===== src/als_pkg.sv =====
`default_nettype none
package als_pkg;
	localparam int CLK_MHZ = 100;
	localparam int HOLD_LONG_MS = 64;
	localparam int HOLD_SHORT_MS = 1;
	localparam int HOLD_TEST_NS = 3800;
	localparam int HOLD_LONG_CYC = HOLD_LONG_MS * 1000 * CLK_MHZ;
	localparam int HOLD_SHORT_CYC = HOLD_SHORT_MS * 1000 * CLK_MHZ;
	localparam int HOLD_TEST_CYC = (HOLD_TEST_NS * CLK_MHZ) / 1000;
	localparam int CNT_W = 23;
	localparam int NSRC = 5;

	typedef enum logic [1:0] {
		ALS_DUR_LONG = 2'b00,
		ALS_DUR_TEST = 2'b01,
		ALS_DUR_THRU = 2'b10,
		ALS_DUR_SHORT = 2'b11
	} als_dur_t;

	localparam logic [7:0] OFS_CTRL = 8'h00;
	localparam logic [7:0] OFS_LINK = 8'h04;
	localparam logic [7:0] OFS_CARD0 = 8'h08;
	localparam logic [7:0] OFS_CARD3 = 8'h14;
	localparam logic [7:0] OFS_STATUS = 8'h18;
	localparam int CTRL_PIN_BIT = 0;
	localparam int CTRL_POL_BIT = 30;
	localparam int LINK_DUR_LO = 1;
	localparam int LINK_EN_BIT = 3;
	localparam int CARD_DUR_LO = 28;
	localparam int CARD_EN_BIT = 6;
	localparam int STAT_BUSY_BIT = 8;
	localparam logic RST_POL = 1'b0;
	localparam logic RST_PIN = 1'b0;
	localparam logic RST_EN = 1'b0;
	localparam logic [1:0] RST_DUR = 2'b00;
endpackage
`default_nettype wire


===== src/als_stretch.sv =====
`default_nettype none
module als_stretch #(
	parameter int LONG_CYC = als_pkg::HOLD_LONG_CYC,
	parameter int SHORT_CYC = als_pkg::HOLD_SHORT_CYC,
	parameter int TEST_CYC = als_pkg::HOLD_TEST_CYC
) (
	// clock and reset
	input wire logic pclk,
	input wire logic presetn,
	// source
	input wire logic trig,
	input wire logic [1:0] dur,
	// result
	output logic ind,
	output logic busy
);
	logic run_q;
	logic [als_pkg::CNT_W-1:0] cnt_q;
	logic [als_pkg::CNT_W-1:0] term;
	logic thru;

	assign thru = (dur == als_pkg::ALS_DUR_THRU);

	always_comb begin
		unique case (als_pkg::als_dur_t'(dur))
			als_pkg::ALS_DUR_LONG: term = als_pkg::CNT_W'(LONG_CYC);
			als_pkg::ALS_DUR_TEST: term = als_pkg::CNT_W'(TEST_CYC);
			als_pkg::ALS_DUR_THRU: term = als_pkg::CNT_W'(1);
			als_pkg::ALS_DUR_SHORT: term = als_pkg::CNT_W'(SHORT_CYC);
		endcase
	end

	// armed while the trigger is high, so the hold starts on its fall
	always_ff @(posedge pclk or negedge presetn) begin
		if (!presetn) begin
			run_q <= 1'b0;
			cnt_q <= '0;
		end else if (trig) begin
			run_q <= !thru;
			cnt_q <= '0;
		end else if (run_q) begin
			if (thru || cnt_q == term - als_pkg::CNT_W'(1)) begin
				run_q <= 1'b0;
				cnt_q <= '0;
			end else begin
				cnt_q <= cnt_q + als_pkg::CNT_W'(1);
			end
		end
	end

	assign ind = trig | (run_q & !thru);
	assign busy = run_q & !thru;

	property p_no_delay;
		@(posedge pclk) disable iff (!presetn) trig |-> ind;
	endproperty
	a_no_delay: assert property (p_no_delay) else $error("indication lags trigger");

	property p_thru_follows;
		@(posedge pclk) disable iff (!presetn) thru |-> (ind == trig) && !busy;
	endproperty
	a_thru_follows: assert property (p_thru_follows) else $error("pass-through not direct");

	// check helper: cycles since the trigger fell, only after a trigger seen in test mode
	logic seen_q;
	logic [als_pkg::CNT_W-1:0] low_cnt_q;

	always_ff @(posedge pclk or negedge presetn) begin
		if (!presetn) begin
			seen_q <= 1'b0;
			low_cnt_q <= '0;
		end else if (dur != als_pkg::ALS_DUR_TEST) begin
			seen_q <= 1'b0;
			low_cnt_q <= '0;
		end else if (trig) begin
			seen_q <= 1'b1;
			low_cnt_q <= '0;
		end else if (low_cnt_q != '1) begin
			low_cnt_q <= low_cnt_q + als_pkg::CNT_W'(1);
		end
	end

	property p_test_hold;
		@(posedge pclk) disable iff (!presetn)
		(dur == als_pkg::ALS_DUR_TEST && seen_q && !trig && low_cnt_q < als_pkg::CNT_W'(TEST_CYC)) |-> ind;
	endproperty
	a_test_hold: assert property (p_test_hold) else $error("test hold ended early");

	property p_test_end;
		@(posedge pclk) disable iff (!presetn)
		(dur == als_pkg::ALS_DUR_TEST && $fell(trig)) |-> ##[0:400] (!ind || trig || dur != als_pkg::ALS_DUR_TEST);
	endproperty
	a_test_end: assert property (p_test_end) else $error("test hold never ended");

	property p_restart;
		@(posedge pclk) disable iff (!presetn) trig |=> cnt_q == '0;
	endproperty
	a_restart: assert property (p_restart) else $error("counter not cleared by trigger");
endmodule
`default_nettype wire


===== src/als_top.sv =====
// Functional notes
// indicator is the OR of all enabled per-source indications.
// indicator appears on user pin zero when the pin select bit is set.
// indicator active low after reset; polarity bit one makes it active high.
// one polarity bit serves all five sources.
// indication asserts in the same cycle as its trigger.
// after trigger falls, hold for the selected time, default 64 ms, then drop.
// trigger return during hold clears counter; timing restarts on next fall.
// every source has its own hold selection and trigger.
// hold counters run on the bus clock; busy counters refuse clock-stop requests.
// software wanting clock stop shortens hold or picks pass-through.
// link hold code at bits 2:1: 00 64ms, 11 1ms, 10 through, 01 test.
// cards zero and one hold code at bits 29:28, same encoding.
// cards two and three hold code at bits 29:28, same encoding.
// link trigger is transmit or receive.
// cards zero and one trigger on transmit, receive or card-detect debounce.
// cards two and three trigger on transmit or receive only.
// source enable: link bit 3, each card bit 6.
// hold intervals from fixed terminal counts; reset clears counters and indications.
// pass-through follows trigger and never holds off clock-stop.
`default_nettype none
module als_top #(
	parameter int LONG_CYC = als_pkg::HOLD_LONG_CYC,
	parameter int SHORT_CYC = als_pkg::HOLD_SHORT_CYC
) (
	// clock and reset
	input wire logic pclk,
	input wire logic presetn,
	// apb slave
	input wire logic psel,
	input wire logic penable,
	input wire logic pwrite,
	input wire logic [7:0] paddr,
	input wire logic [31:0] pwdata,
	output logic [31:0] prdata,
	output logic pready,
	output logic pslverr,
	// activity triggers
	input wire logic link_tx,
	input wire logic link_rx,
	input wire logic [3:0] card_tx,
	input wire logic [3:0] card_rx,
	input wire logic [1:0] card_debounce,
	// clock-stop handshake
	input wire logic clkrun_stop_req,
	output logic clkrun_stop_refuse,
	// indicator pin
	output logic user_io_pin_zero_o,
	output logic user_io_pin_zero_oe
);
	logic ctrl_pol_q;
	logic ctrl_pin_q;
	logic [als_pkg::NSRC-1:0] en_q;
	logic [1:0] dur_q [als_pkg::NSRC];
	logic [als_pkg::NSRC-1:0] trig;
	logic [als_pkg::NSRC-1:0] ind;
	logic [als_pkg::NSRC-1:0] busy;
	logic any_act;
	logic any_busy;
	logic activity_indicator_n;
	logic acc;
	logic wr_en;
	logic hit;
	logic [31:0] rd_d;
	logic [2:0] card_idx;

	assign trig[0] = link_tx | link_rx;
	assign trig[1] = card_tx[0] | card_rx[0] | card_debounce[0];
	assign trig[2] = card_tx[1] | card_rx[1] | card_debounce[1];
	assign trig[3] = card_tx[2] | card_rx[2];
	assign trig[4] = card_tx[3] | card_rx[3];

	for (genvar g = 0; g < als_pkg::NSRC; g++) begin : g_src
		als_stretch #(
			.LONG_CYC(LONG_CYC),
			.SHORT_CYC(SHORT_CYC),
			.TEST_CYC(als_pkg::HOLD_TEST_CYC)
		) u_str (
			.pclk(pclk),
			.presetn(presetn),
			.trig(trig[g]),
			.dur(dur_q[g]),
			.ind(ind[g]),
			.busy(busy[g])
		);
	end

	assign any_act = |(ind & en_q);
	assign any_busy = |busy;
	// polarity selects level of the shared output
	assign activity_indicator_n = ctrl_pol_q ? any_act : !any_act;

	always_ff @(posedge pclk or negedge presetn) begin
		if (!presetn) begin
			user_io_pin_zero_o <= 1'b1;
			user_io_pin_zero_oe <= als_pkg::RST_PIN;
		end else begin
			user_io_pin_zero_o <= activity_indicator_n;
			user_io_pin_zero_oe <= ctrl_pin_q;
		end
	end

	// refuse only when a stop is actually asked for while a hold runs
	always_ff @(posedge pclk or negedge presetn) begin
		if (!presetn) begin
			clkrun_stop_refuse <= 1'b0;
		end else begin
			clkrun_stop_refuse <= clkrun_stop_req & any_busy;
		end
	end

	// one wait state: pready rises in the second access cycle
	assign acc = psel & penable;
	assign wr_en = acc & pready & pwrite;
	assign card_idx = 3'((paddr - als_pkg::OFS_CARD0) >> 2);
	assign hit = (paddr == als_pkg::OFS_CTRL) || (paddr == als_pkg::OFS_LINK) || (paddr == als_pkg::OFS_STATUS)
		|| (paddr >= als_pkg::OFS_CARD0 && paddr <= als_pkg::OFS_CARD3 && paddr[1:0] == 2'b00);

	always_comb begin
		rd_d = 32'h0000_0000;
		if (paddr == als_pkg::OFS_CTRL) begin
			rd_d[als_pkg::CTRL_POL_BIT] = ctrl_pol_q;
			rd_d[als_pkg::CTRL_PIN_BIT] = ctrl_pin_q;
		end else if (paddr == als_pkg::OFS_LINK) begin
			rd_d[als_pkg::LINK_DUR_LO +: 2] = dur_q[0];
			rd_d[als_pkg::LINK_EN_BIT] = en_q[0];
		end else if (paddr == als_pkg::OFS_STATUS) begin
			rd_d[als_pkg::NSRC-1:0] = ind;
			rd_d[als_pkg::STAT_BUSY_BIT] = any_busy;
		end else if (hit) begin
			rd_d[als_pkg::CARD_DUR_LO +: 2] = dur_q[card_idx + 3'h1];
			rd_d[als_pkg::CARD_EN_BIT] = en_q[card_idx + 3'h1];
		end
	end

	always_ff @(posedge pclk or negedge presetn) begin
		if (!presetn) begin
			pready <= 1'b0;
			pslverr <= 1'b0;
			prdata <= 32'h0000_0000;
		end else begin
			pready <= acc & !pready;
			pslverr <= acc & !pready & !hit;
			if (acc && !pready && !pwrite) begin
				prdata <= rd_d;
			end
		end
	end

	always_ff @(posedge pclk or negedge presetn) begin
		if (!presetn) begin
			ctrl_pol_q <= als_pkg::RST_POL;
			ctrl_pin_q <= als_pkg::RST_PIN;
		end else if (wr_en && paddr == als_pkg::OFS_CTRL) begin
			ctrl_pol_q <= pwdata[als_pkg::CTRL_POL_BIT];
			ctrl_pin_q <= pwdata[als_pkg::CTRL_PIN_BIT];
		end
	end

	always_ff @(posedge pclk or negedge presetn) begin
		if (!presetn) begin
			en_q <= {als_pkg::NSRC{als_pkg::RST_EN}};
			for (int i = 0; i < als_pkg::NSRC; i++) begin
				dur_q[i] <= als_pkg::RST_DUR;
			end
		end else if (wr_en && paddr == als_pkg::OFS_LINK) begin
			dur_q[0] <= pwdata[als_pkg::LINK_DUR_LO +: 2];
			en_q[0] <= pwdata[als_pkg::LINK_EN_BIT];
		end else if (wr_en && hit && paddr >= als_pkg::OFS_CARD0 && paddr <= als_pkg::OFS_CARD3) begin
			dur_q[card_idx + 3'h1] <= pwdata[als_pkg::CARD_DUR_LO +: 2];
			en_q[card_idx + 3'h1] <= pwdata[als_pkg::CARD_EN_BIT];
		end
	end

	property p_out_level;
		@(posedge pclk) disable iff (!presetn)
		##1 user_io_pin_zero_o == ($past(ctrl_pol_q) ? $past(any_act) : !$past(any_act));
	endproperty
	a_out_level: assert property (p_out_level) else $error("indicator level wrong");

	property p_enabled_shows;
		@(posedge pclk) disable iff (!presetn) (trig[0] && en_q[0] && !ctrl_pol_q) |=> !user_io_pin_zero_o;
	endproperty
	a_enabled_shows: assert property (p_enabled_shows) else $error("link activity not shown");

	property p_disabled_quiet;
		@(posedge pclk) disable iff (!presetn) (en_q == '0 && !ctrl_pol_q) |=> user_io_pin_zero_o;
	endproperty
	a_disabled_quiet: assert property (p_disabled_quiet) else $error("disabled source shows");

	property p_refuse;
		@(posedge pclk) disable iff (!presetn) (clkrun_stop_req && any_busy) |=> clkrun_stop_refuse;
	endproperty
	a_refuse: assert property (p_refuse) else $error("clock stop not refused");

	property p_pin_sel;
		@(posedge pclk) disable iff (!presetn) ##1 user_io_pin_zero_oe == $past(ctrl_pin_q);
	endproperty
	a_pin_sel: assert property (p_pin_sel) else $error("pin enable wrong");
endmodule
`default_nettype wire


===== config.mk =====
export PLATFORM = sky130hd
export DESIGN_NAME = als_top
export DESIGN_NICKNAME = d
export VERILOG_FILES = /design/src/als_pkg.sv /design/src/als_stretch.sv /design/src/als_top.sv
export SDC_FILE = /design/constraint.sdc
export NUM_CORES = 1
export LEC_CHECK = 0
export ABC_AREA = 1
export CORE_MARGIN = 2
export CORE_UTILIZATION = 60
export DETAILED_ROUTE_END_ITERATION = 12
export DONT_BUFFER_PORTS = 1
export HOLD_SLACK_MARGIN = 0.1
export PLACE_DENSITY = 0.8
export SLEW_MARGIN = 20
export SYNTH_ARGS = -nofsm -noshare
export SYNTH_HDL_FRONTEND = slang
export SYNTH_HIERARCHICAL = 1
export SYNTH_SLANG_ARGS = --single-unit

===== constraint.sdc =====
create_clock -name pclk -period 2.72 [get_ports pclk]
set_clock_uncertainty 0.15 [all_clocks]
set_input_delay 0.408 -clock pclk [delete_from_list [all_inputs] [get_ports pclk]]
set_output_delay 0.408 -clock pclk [all_outputs]
set_load 0.05 [all_outputs]

# After elaboration in Yosys (flattened, before gate mapping)
# Index checks and enable logic that the tools add are counted.
[op_classes] addsub=12 n_lt_le_gt_ge=6 eq_ne=22 muxes=69 bitwise=26 n_reduce_logical=44
[op_table] operator="23-bit one-hot mux with 4 select lines" n=5
[op_table] operator="23-bit 2-to-1 mux" n=15
[op_table] operator="23-bit by 1-bit adder with 23-bit output, second input constant" n=5
[op_table] operator="23-bit == test" n=5
[op_table] operator="23-bit by 1-bit subtractor with 23-bit output, second input constant" n=5
[op_table] operator="1-bit 2-to-1 mux" n=31
[op_table] operator="2-bit == test, second input constant" n=10
[op_table] operator="2-bit 2-to-1 mux" n=8
[op_table] operator="2-bit zero test" n=6
[op_table] operator="1-bit OR" n=12
[op_table] operator="2-bit nonzero test" n=6
[op_table] operator="1-bit bitwise AND" n=11
[op_table] operator="1-bit logical AND" n=11
[op_table] operator="10-bit bitwise mux" n=1
[op_table] operator="2-bit by 1-bit == test with 1-bit output, second input constant" n=5
[op_table] operator="10-bit 2-to-1 mux" n=1
[op_table] operator="5-bit OR reduction" n=2
[op_table] operator="1-bit zero test" n=9
[op_table] operator="8-bit by 3-bit == test with 1-bit output, second input constant" n=1
[op_table] operator="8-bit by 5-bit == test with 1-bit output, second input constant" n=1
[op_table] operator="8-bit by 4-bit >= comparator with 1-bit output, second input constant" n=1
[op_table] operator="8-bit by 5-bit <= comparator with 1-bit output, second input constant" n=1
[op_table] operator="8-bit zero test" n=1
[op_table] operator="1-bit logical OR" n=8
[op_table] operator="other kinds (18)" n=18
[totals] reg_bits=152 inputBits=58 wordCells=204

# Depth between registers and ports, before layout
[logic_depth] depth_word=10 ltp_mapped=14 mapped_depth_nobuf=13

# Modules after synthesis
# The synthesis kept the hierarchy.
[by_module_without_submodules] module="als_stretch" instances=5 cells_per_inst=316 area_each_um2=2065.7 seq_area_each_um2=600.6
[by_module_without_submodules] module="als_top" instances=1 cells_per_inst=255 area_each_um2=1998.2 seq_area_each_um2=802.0

# Least setup slack after synthesis
# No wires, ideal clock.
[synth_path] path_type="input to register" from="input paddr[2]" to="register en_q[0] (netlist name)" arrival_ns=1.855 required_time_ns=2.447 slack_ns=0.592 stages=11 cell_sequence="buf_2 -> clkinv_1 -> ha_1 -> nand2_2 -> nor2_4 -> nor2_1 -> nand2_2 -> nand3_1 -> inv_2 -> o21ai_0 -> nand2_1"
[synth_via] elab_chain_len=9
[synth_lines] element="start: declaration" line_no="als_top.sv:33" source="input wire logic [7:0] paddr,"
[synth_lines] element="5-bit by 4-bit subtractor with 5-bit output" line_no="als_top.sv:115" source="assign card_idx = 3'((paddr - als_pkg::OFS_CARD0) >> 2);"
[synth_lines] element="3-bit by 1-bit adder with 3-bit output" line_no="als_top.sv:171" source="en_q[card_idx + 3'h1] <= pwdata[als_pkg::CARD_EN_BIT];"
[synth_lines] element="3-bit by 4-bit < comparator with 1-bit output (not written as such) / 3-bit by 1-bit >= comparator with 1-bit output (equally long branches)" line_no="als_top.sv:171"
[synth_lines] element="1-bit logical AND (not written as such)" line_no="als_top.sv:171"
[synth_lines] element="1-bit 2-to-1 mux (not written as such)" line_no="als_top.sv:171"
[synth_lines] element="1-bit demux with 3-bit select" line_no="als_top.sv:171"
[synth_lines] element="5-bit bitwise mux" line_no="als_top.sv:171"
[synth_lines] element="1-bit 2-to-1 mux" line_no="als_top.sv:169" source="end else if (wr_en && hit && paddr >= als_pkg::OFS_CARD0 && paddr <= als_pkg::OFS_CARD3) begin"
[synth_lines] element="1-bit 2-to-1 mux" line_no="als_top.sv:166" source="end else if (wr_en && paddr == als_pkg::OFS_LINK) begin"
[synth_lines] element="end signal: assignment" line_no="als_top.sv:162" source="en_q <= {als_pkg::NSRC{als_pkg::RST_EN}};"
[synth_lines] element="end signal: indexed assignment" line_no="als_top.sv:171"
[synth_lines] element="end: declaration" line_no="als_top.sv:53" source="logic [als_pkg::NSRC-1:0] en_q;"
# Parallel ways exist; a longest one is shown, timed or not. The select of a mux whose other input is x is not followed.
# A chain may end at the register's enable or synchronous reset.

# Worst setup path after layout
[layout_path] from="register dur_q[3] (netlist name)" to="register g_src[3].u_str/cnt_q[17] (netlist name)"
[layout_via] elab_chain_len=8
[layout_lines] element="start: declaration" line_no="als_top.sv:54" source="logic [1:0] dur_q [als_pkg::NSRC];"
[layout_lines] element="start signal: indexed assignment" line_no="als_top.sv:164" source="dur_q[i] <= als_pkg::RST_DUR;"
[layout_lines] element="start signal: indexed assignment" line_no="als_top.sv:170" source="dur_q[card_idx + 3'h1] <= pwdata[als_pkg::CARD_DUR_LO +: 2];"
[layout_lines] element="2-bit == test, or another cell as far along" line_no="als_stretch.sv:25" source="unique case (als_pkg::als_dur_t'(dur))"
[layout_lines] element="23-bit one-hot mux with 4 select lines" line_no="als_stretch.sv:25"
[layout_lines] element="23-bit by 1-bit subtractor with 23-bit output" line_no="als_stretch.sv:42" source="if (thru || cnt_q == term - als_pkg::CNT_W'(1)) begin"
[layout_lines] element="23-bit == test" line_no="als_stretch.sv:42"
[layout_lines] element="1-bit logical OR *" line_no="als_stretch.sv:42"
[layout_lines] element="23-bit 2-to-1 mux *" line_no="als_stretch.sv:42"
[layout_lines] element="23-bit 2-to-1 mux *" line_no="als_stretch.sv:41" source="end else if (run_q) begin"
[layout_lines] element="23-bit 2-to-1 mux *" line_no="als_stretch.sv:38" source="end else if (trig) begin"
[layout_lines] element="end signal: assignment" line_no="als_stretch.sv:46" source="cnt_q <= cnt_q + als_pkg::CNT_W'(1);"
[layout_lines] element="end: declaration" line_no="als_stretch.sv:18" source="logic [als_pkg::CNT_W-1:0] cnt_q;"
# Mark *: on every way between the ends. The rest lies on a longest branch, timed or not. The select of a mux whose other input is x is not followed.

==> qor.txt <==
failing checks - hold timing
hold buffer count at cts - 12
Avg Vias per Cell - 5.213
GP Congestion - 0.9266
I/O pins - 95
antenna cells - 0
dominant cell type by area after synthesis - dfrtp_1
Fmax - 397.7 MHz
worst-skew pair later-pin latency - 0.44 ns
drc violations - 0
Nets - 1927
number of buffers inserted by port buffering - 0
CP Capture Type - flip-flop
routed wire length - 28230 microns
Worst-Margin Slew - 0.5951 ns
max cap viols - 0
DP Worst Slack - 0.2291 ns
detailed-route via count - 11040
CP max FO - 24
WS Path Type - reg2reg
number of flops mapped to enable cells by yosys - 0
DPL Wire Length - 19820 microns
status - finished, violations left
DR pass1 iterations - 5
proportion of layout cells with a drive suffix above 1 - 13.20%
clock-pin slew on the worst setup and hold paths - 0.06 ns
Distinct cells, synth - 35
worst reg2reg path depth - 13
final hold violation count - 152
Hold Slack - -0.4749 ns
final worst slack - 0.2055 ns
vias in the first global route - 10220
Crit path required time - 2.89 ns
initial antenna violation count - 0
crit path DAT - 2.69 ns
register area share after synthesis - 30.87%
CTS tree - built
filler instances - 1741
async set-or-reset flop fraction in the synthesized netlist - 100.0%
Setup violations, final - 0
Final min period - 2.515 ns
final worst path period share - 92.45%
Static Leakage - 6.286 nW
Max Buffers Root-to-Sink - 2
P&R area growth vs syn - 6.740%
antenna-violating nets left - 0
GRT overflow - 0
ys flop type - dfrtp_1
Synth top area share - 30.65%
Die ar. - 0.02171 sq mm
Layout Cells excl Fill - 2118
die height - 147.3 microns
Pwr Total - 5.099 mW
largest net degree at the start of global routing - 153
top cells by area, synth - dfrtp_1, nand2_1, nand3_2
FP Rows - 52
Slew Viols, Final - 0
drt wl/cell - 13.33 microns
post-layout util - 65.24%
count leader, synth - nand2_1
Synth Area per Inst - 6.718 sq um
root buffer cell - clkbuf_16
Initial Util - 61.12%
gr usage total - 26.74%
Synth warnings - 6
CTS H-tree depth - 4
total CTS buffers - 17
RSZ-0062 raised after global routing - yes
VDD IR max - 0.3965 mV
Initial DRC Count - 847
die width - 147.3 microns
CTS Sinks - 152
cell total after placement - 2074
Power Density - 387.5 mW/mm^2
Synth Instances - 1835
first-pass GRT wire length - 48160 microns
Post-synth top cells - nand2_1, nor2_1, inv_1, dfrtp_1, nand3_1
Post-Syn Area - 0.01233 sq mm
startpoint types - flip-flop
FF+latch count, synth - 152
max_slew headroom - 60.33%
Core Area - 0.02017 sq mm
Hold WC Path Type - in2async
worst paths after layout:
check                           slack, ns                        to        from
worst max-delay path                 0.21  g_src[3].u_str/cnt_q[17]    dur_q[3]
worst min-delay path                -0.47  g_src[4].u_str/cnt_q[19]     presetn
worst max register to register       0.21  g_src[3].u_str/cnt_q[17]    dur_q[3]
worst min register to register       0.27       user_io_pin_zero_oe  ctrl_pin_q
max in group asynchronous            2.65        user_io_pin_zero_o     presetn
min in group pclk                    0.13                   en_q[2]    paddr[2]
through the flow:
step	cell area, sq um	TNS [ns]
floorplan	12410	0
detailed placement	12410	0
CTS	13150	0
finish	13160	0
global placement	12410	0
global route	13160	-0.009974
state kept, by name, summed over array words and instances, names as in the netlist:
| signal | cells |
|---|---|
| prdata | 10 |
| ctrl_pin_q | 1 |
| en_q | 5 |
| user_io_pin_zero_oe | 1 |
| pslverr | 1 |
| clkrun_stop_refuse | 1 |
| dur_q | 10 |
| user_io_pin_zero_o | 1 |
| ctrl_pol_q | 1 |
| g_src.u_str/run_q | 5 |
| g_src.u_str/cnt_q | 115 |
| pready | 1 |
report_power, final:
group / switching, mW / total, mW / internal (mW)
sequential: 0.0313 / 2.31 / 2.27
combinational: 0.194 / 0.251 / 0.0564
clock: 0.994 / 2.54 / 1.55
total: 1.22 / 5.10 / 3.88
cell type report:
| type | count | area, sq um | area share [%] |
|---|---|---|---|
| multi-input combinational | 1403 | 7292 | 55.42 |
| sequential | 152 | 3805 | 28.92 |
| inverter | 238 | 893.4 | 6.790 |
| clock buffer | 19 | 432.9 | 3.290 |
| tap | 270 | 337.8 | 2.568 |
| timing repair buffer | 23 | 202.7 | 1.541 |
| clock inverter | 13 | 193.9 | 1.474 |
repair_timing:
item | 4_1_cts | 5_1_grt
resized for setup | 0 | 1
endpoints found under the hold margin | 172 | 152
setup buffers | 0 | 0
setup endpoints to repair | 0 | 1
placed cells by master, fill, tap and decap left out, types with 2 or more instances in the layout:
cell type,instances
or2_2,3
ha_1,34
bufinv_16,4
nor2_4,32
inv_2,24
nand3_2,76
clkinv_4,4
nand4_1,16
or3_1,2
conb_1,22
clkbuf_1,2
o21ai_1,6
nand3_4,6
dlygate4sd3_1,12
o211ai_1,4
nor2_2,35
inv_6,3
buf_4,11
o21bai_1,11
nand3b_1,2
o21ai_0,26
nand2_2,17
xnor2_1,20
a21oi_1,15
nand2_1,677
mux2_2,2
clkbuf_16,17
xor2_1,56
nor2_1,193
clkinv_1,37
nand3_1,139
nand2_4,5
dfrtp_1,151
nor3_1,2
inv_1,177
layer usage:
metal	wire [microns]	share of wire [%]	up-vias	track usage (%)
met5	0	0	-	0
met1	12770	45	5087	36.85
li1	-	-	5590	-
met3	1849	6.5	28	5.435
met4	318	1.1	0	6.106
met2	13300	47	336	43.71
kinds of logic (layout without fill, tap and decap cells):
logic type,Yosys count,count (layout),synth area share (%)
other,1,22,0.03042
buffers and inverters,301,293,10.76
adder cells (fa/ha/maj),34,34,3.451
XOR/XNOR,76,76,5.400
AND/OR/NAND/NOR,1207,1207,46.49
AO/OA/AOI/OAI,62,62,2.822
multiplexers,2,2,0.1827
flip-flops,152,152,30.87
critical path, cell delays in order (launching register included):
cell and delay [ns]:
dfrtp_1 0.42, inv_1 0.13, ha_1 0.22, inv_1 0.06, ha_1 0.33, inv_1 0.06
nand2_1 0.08, nand2_1 0.08, nor2_2 0.11, nand2_2 0.07, nor2_4 0.12, nand3_4 0.32
nand3_1 0.21, nand2_1 0.06
Power figures use the tool's default switching activity.
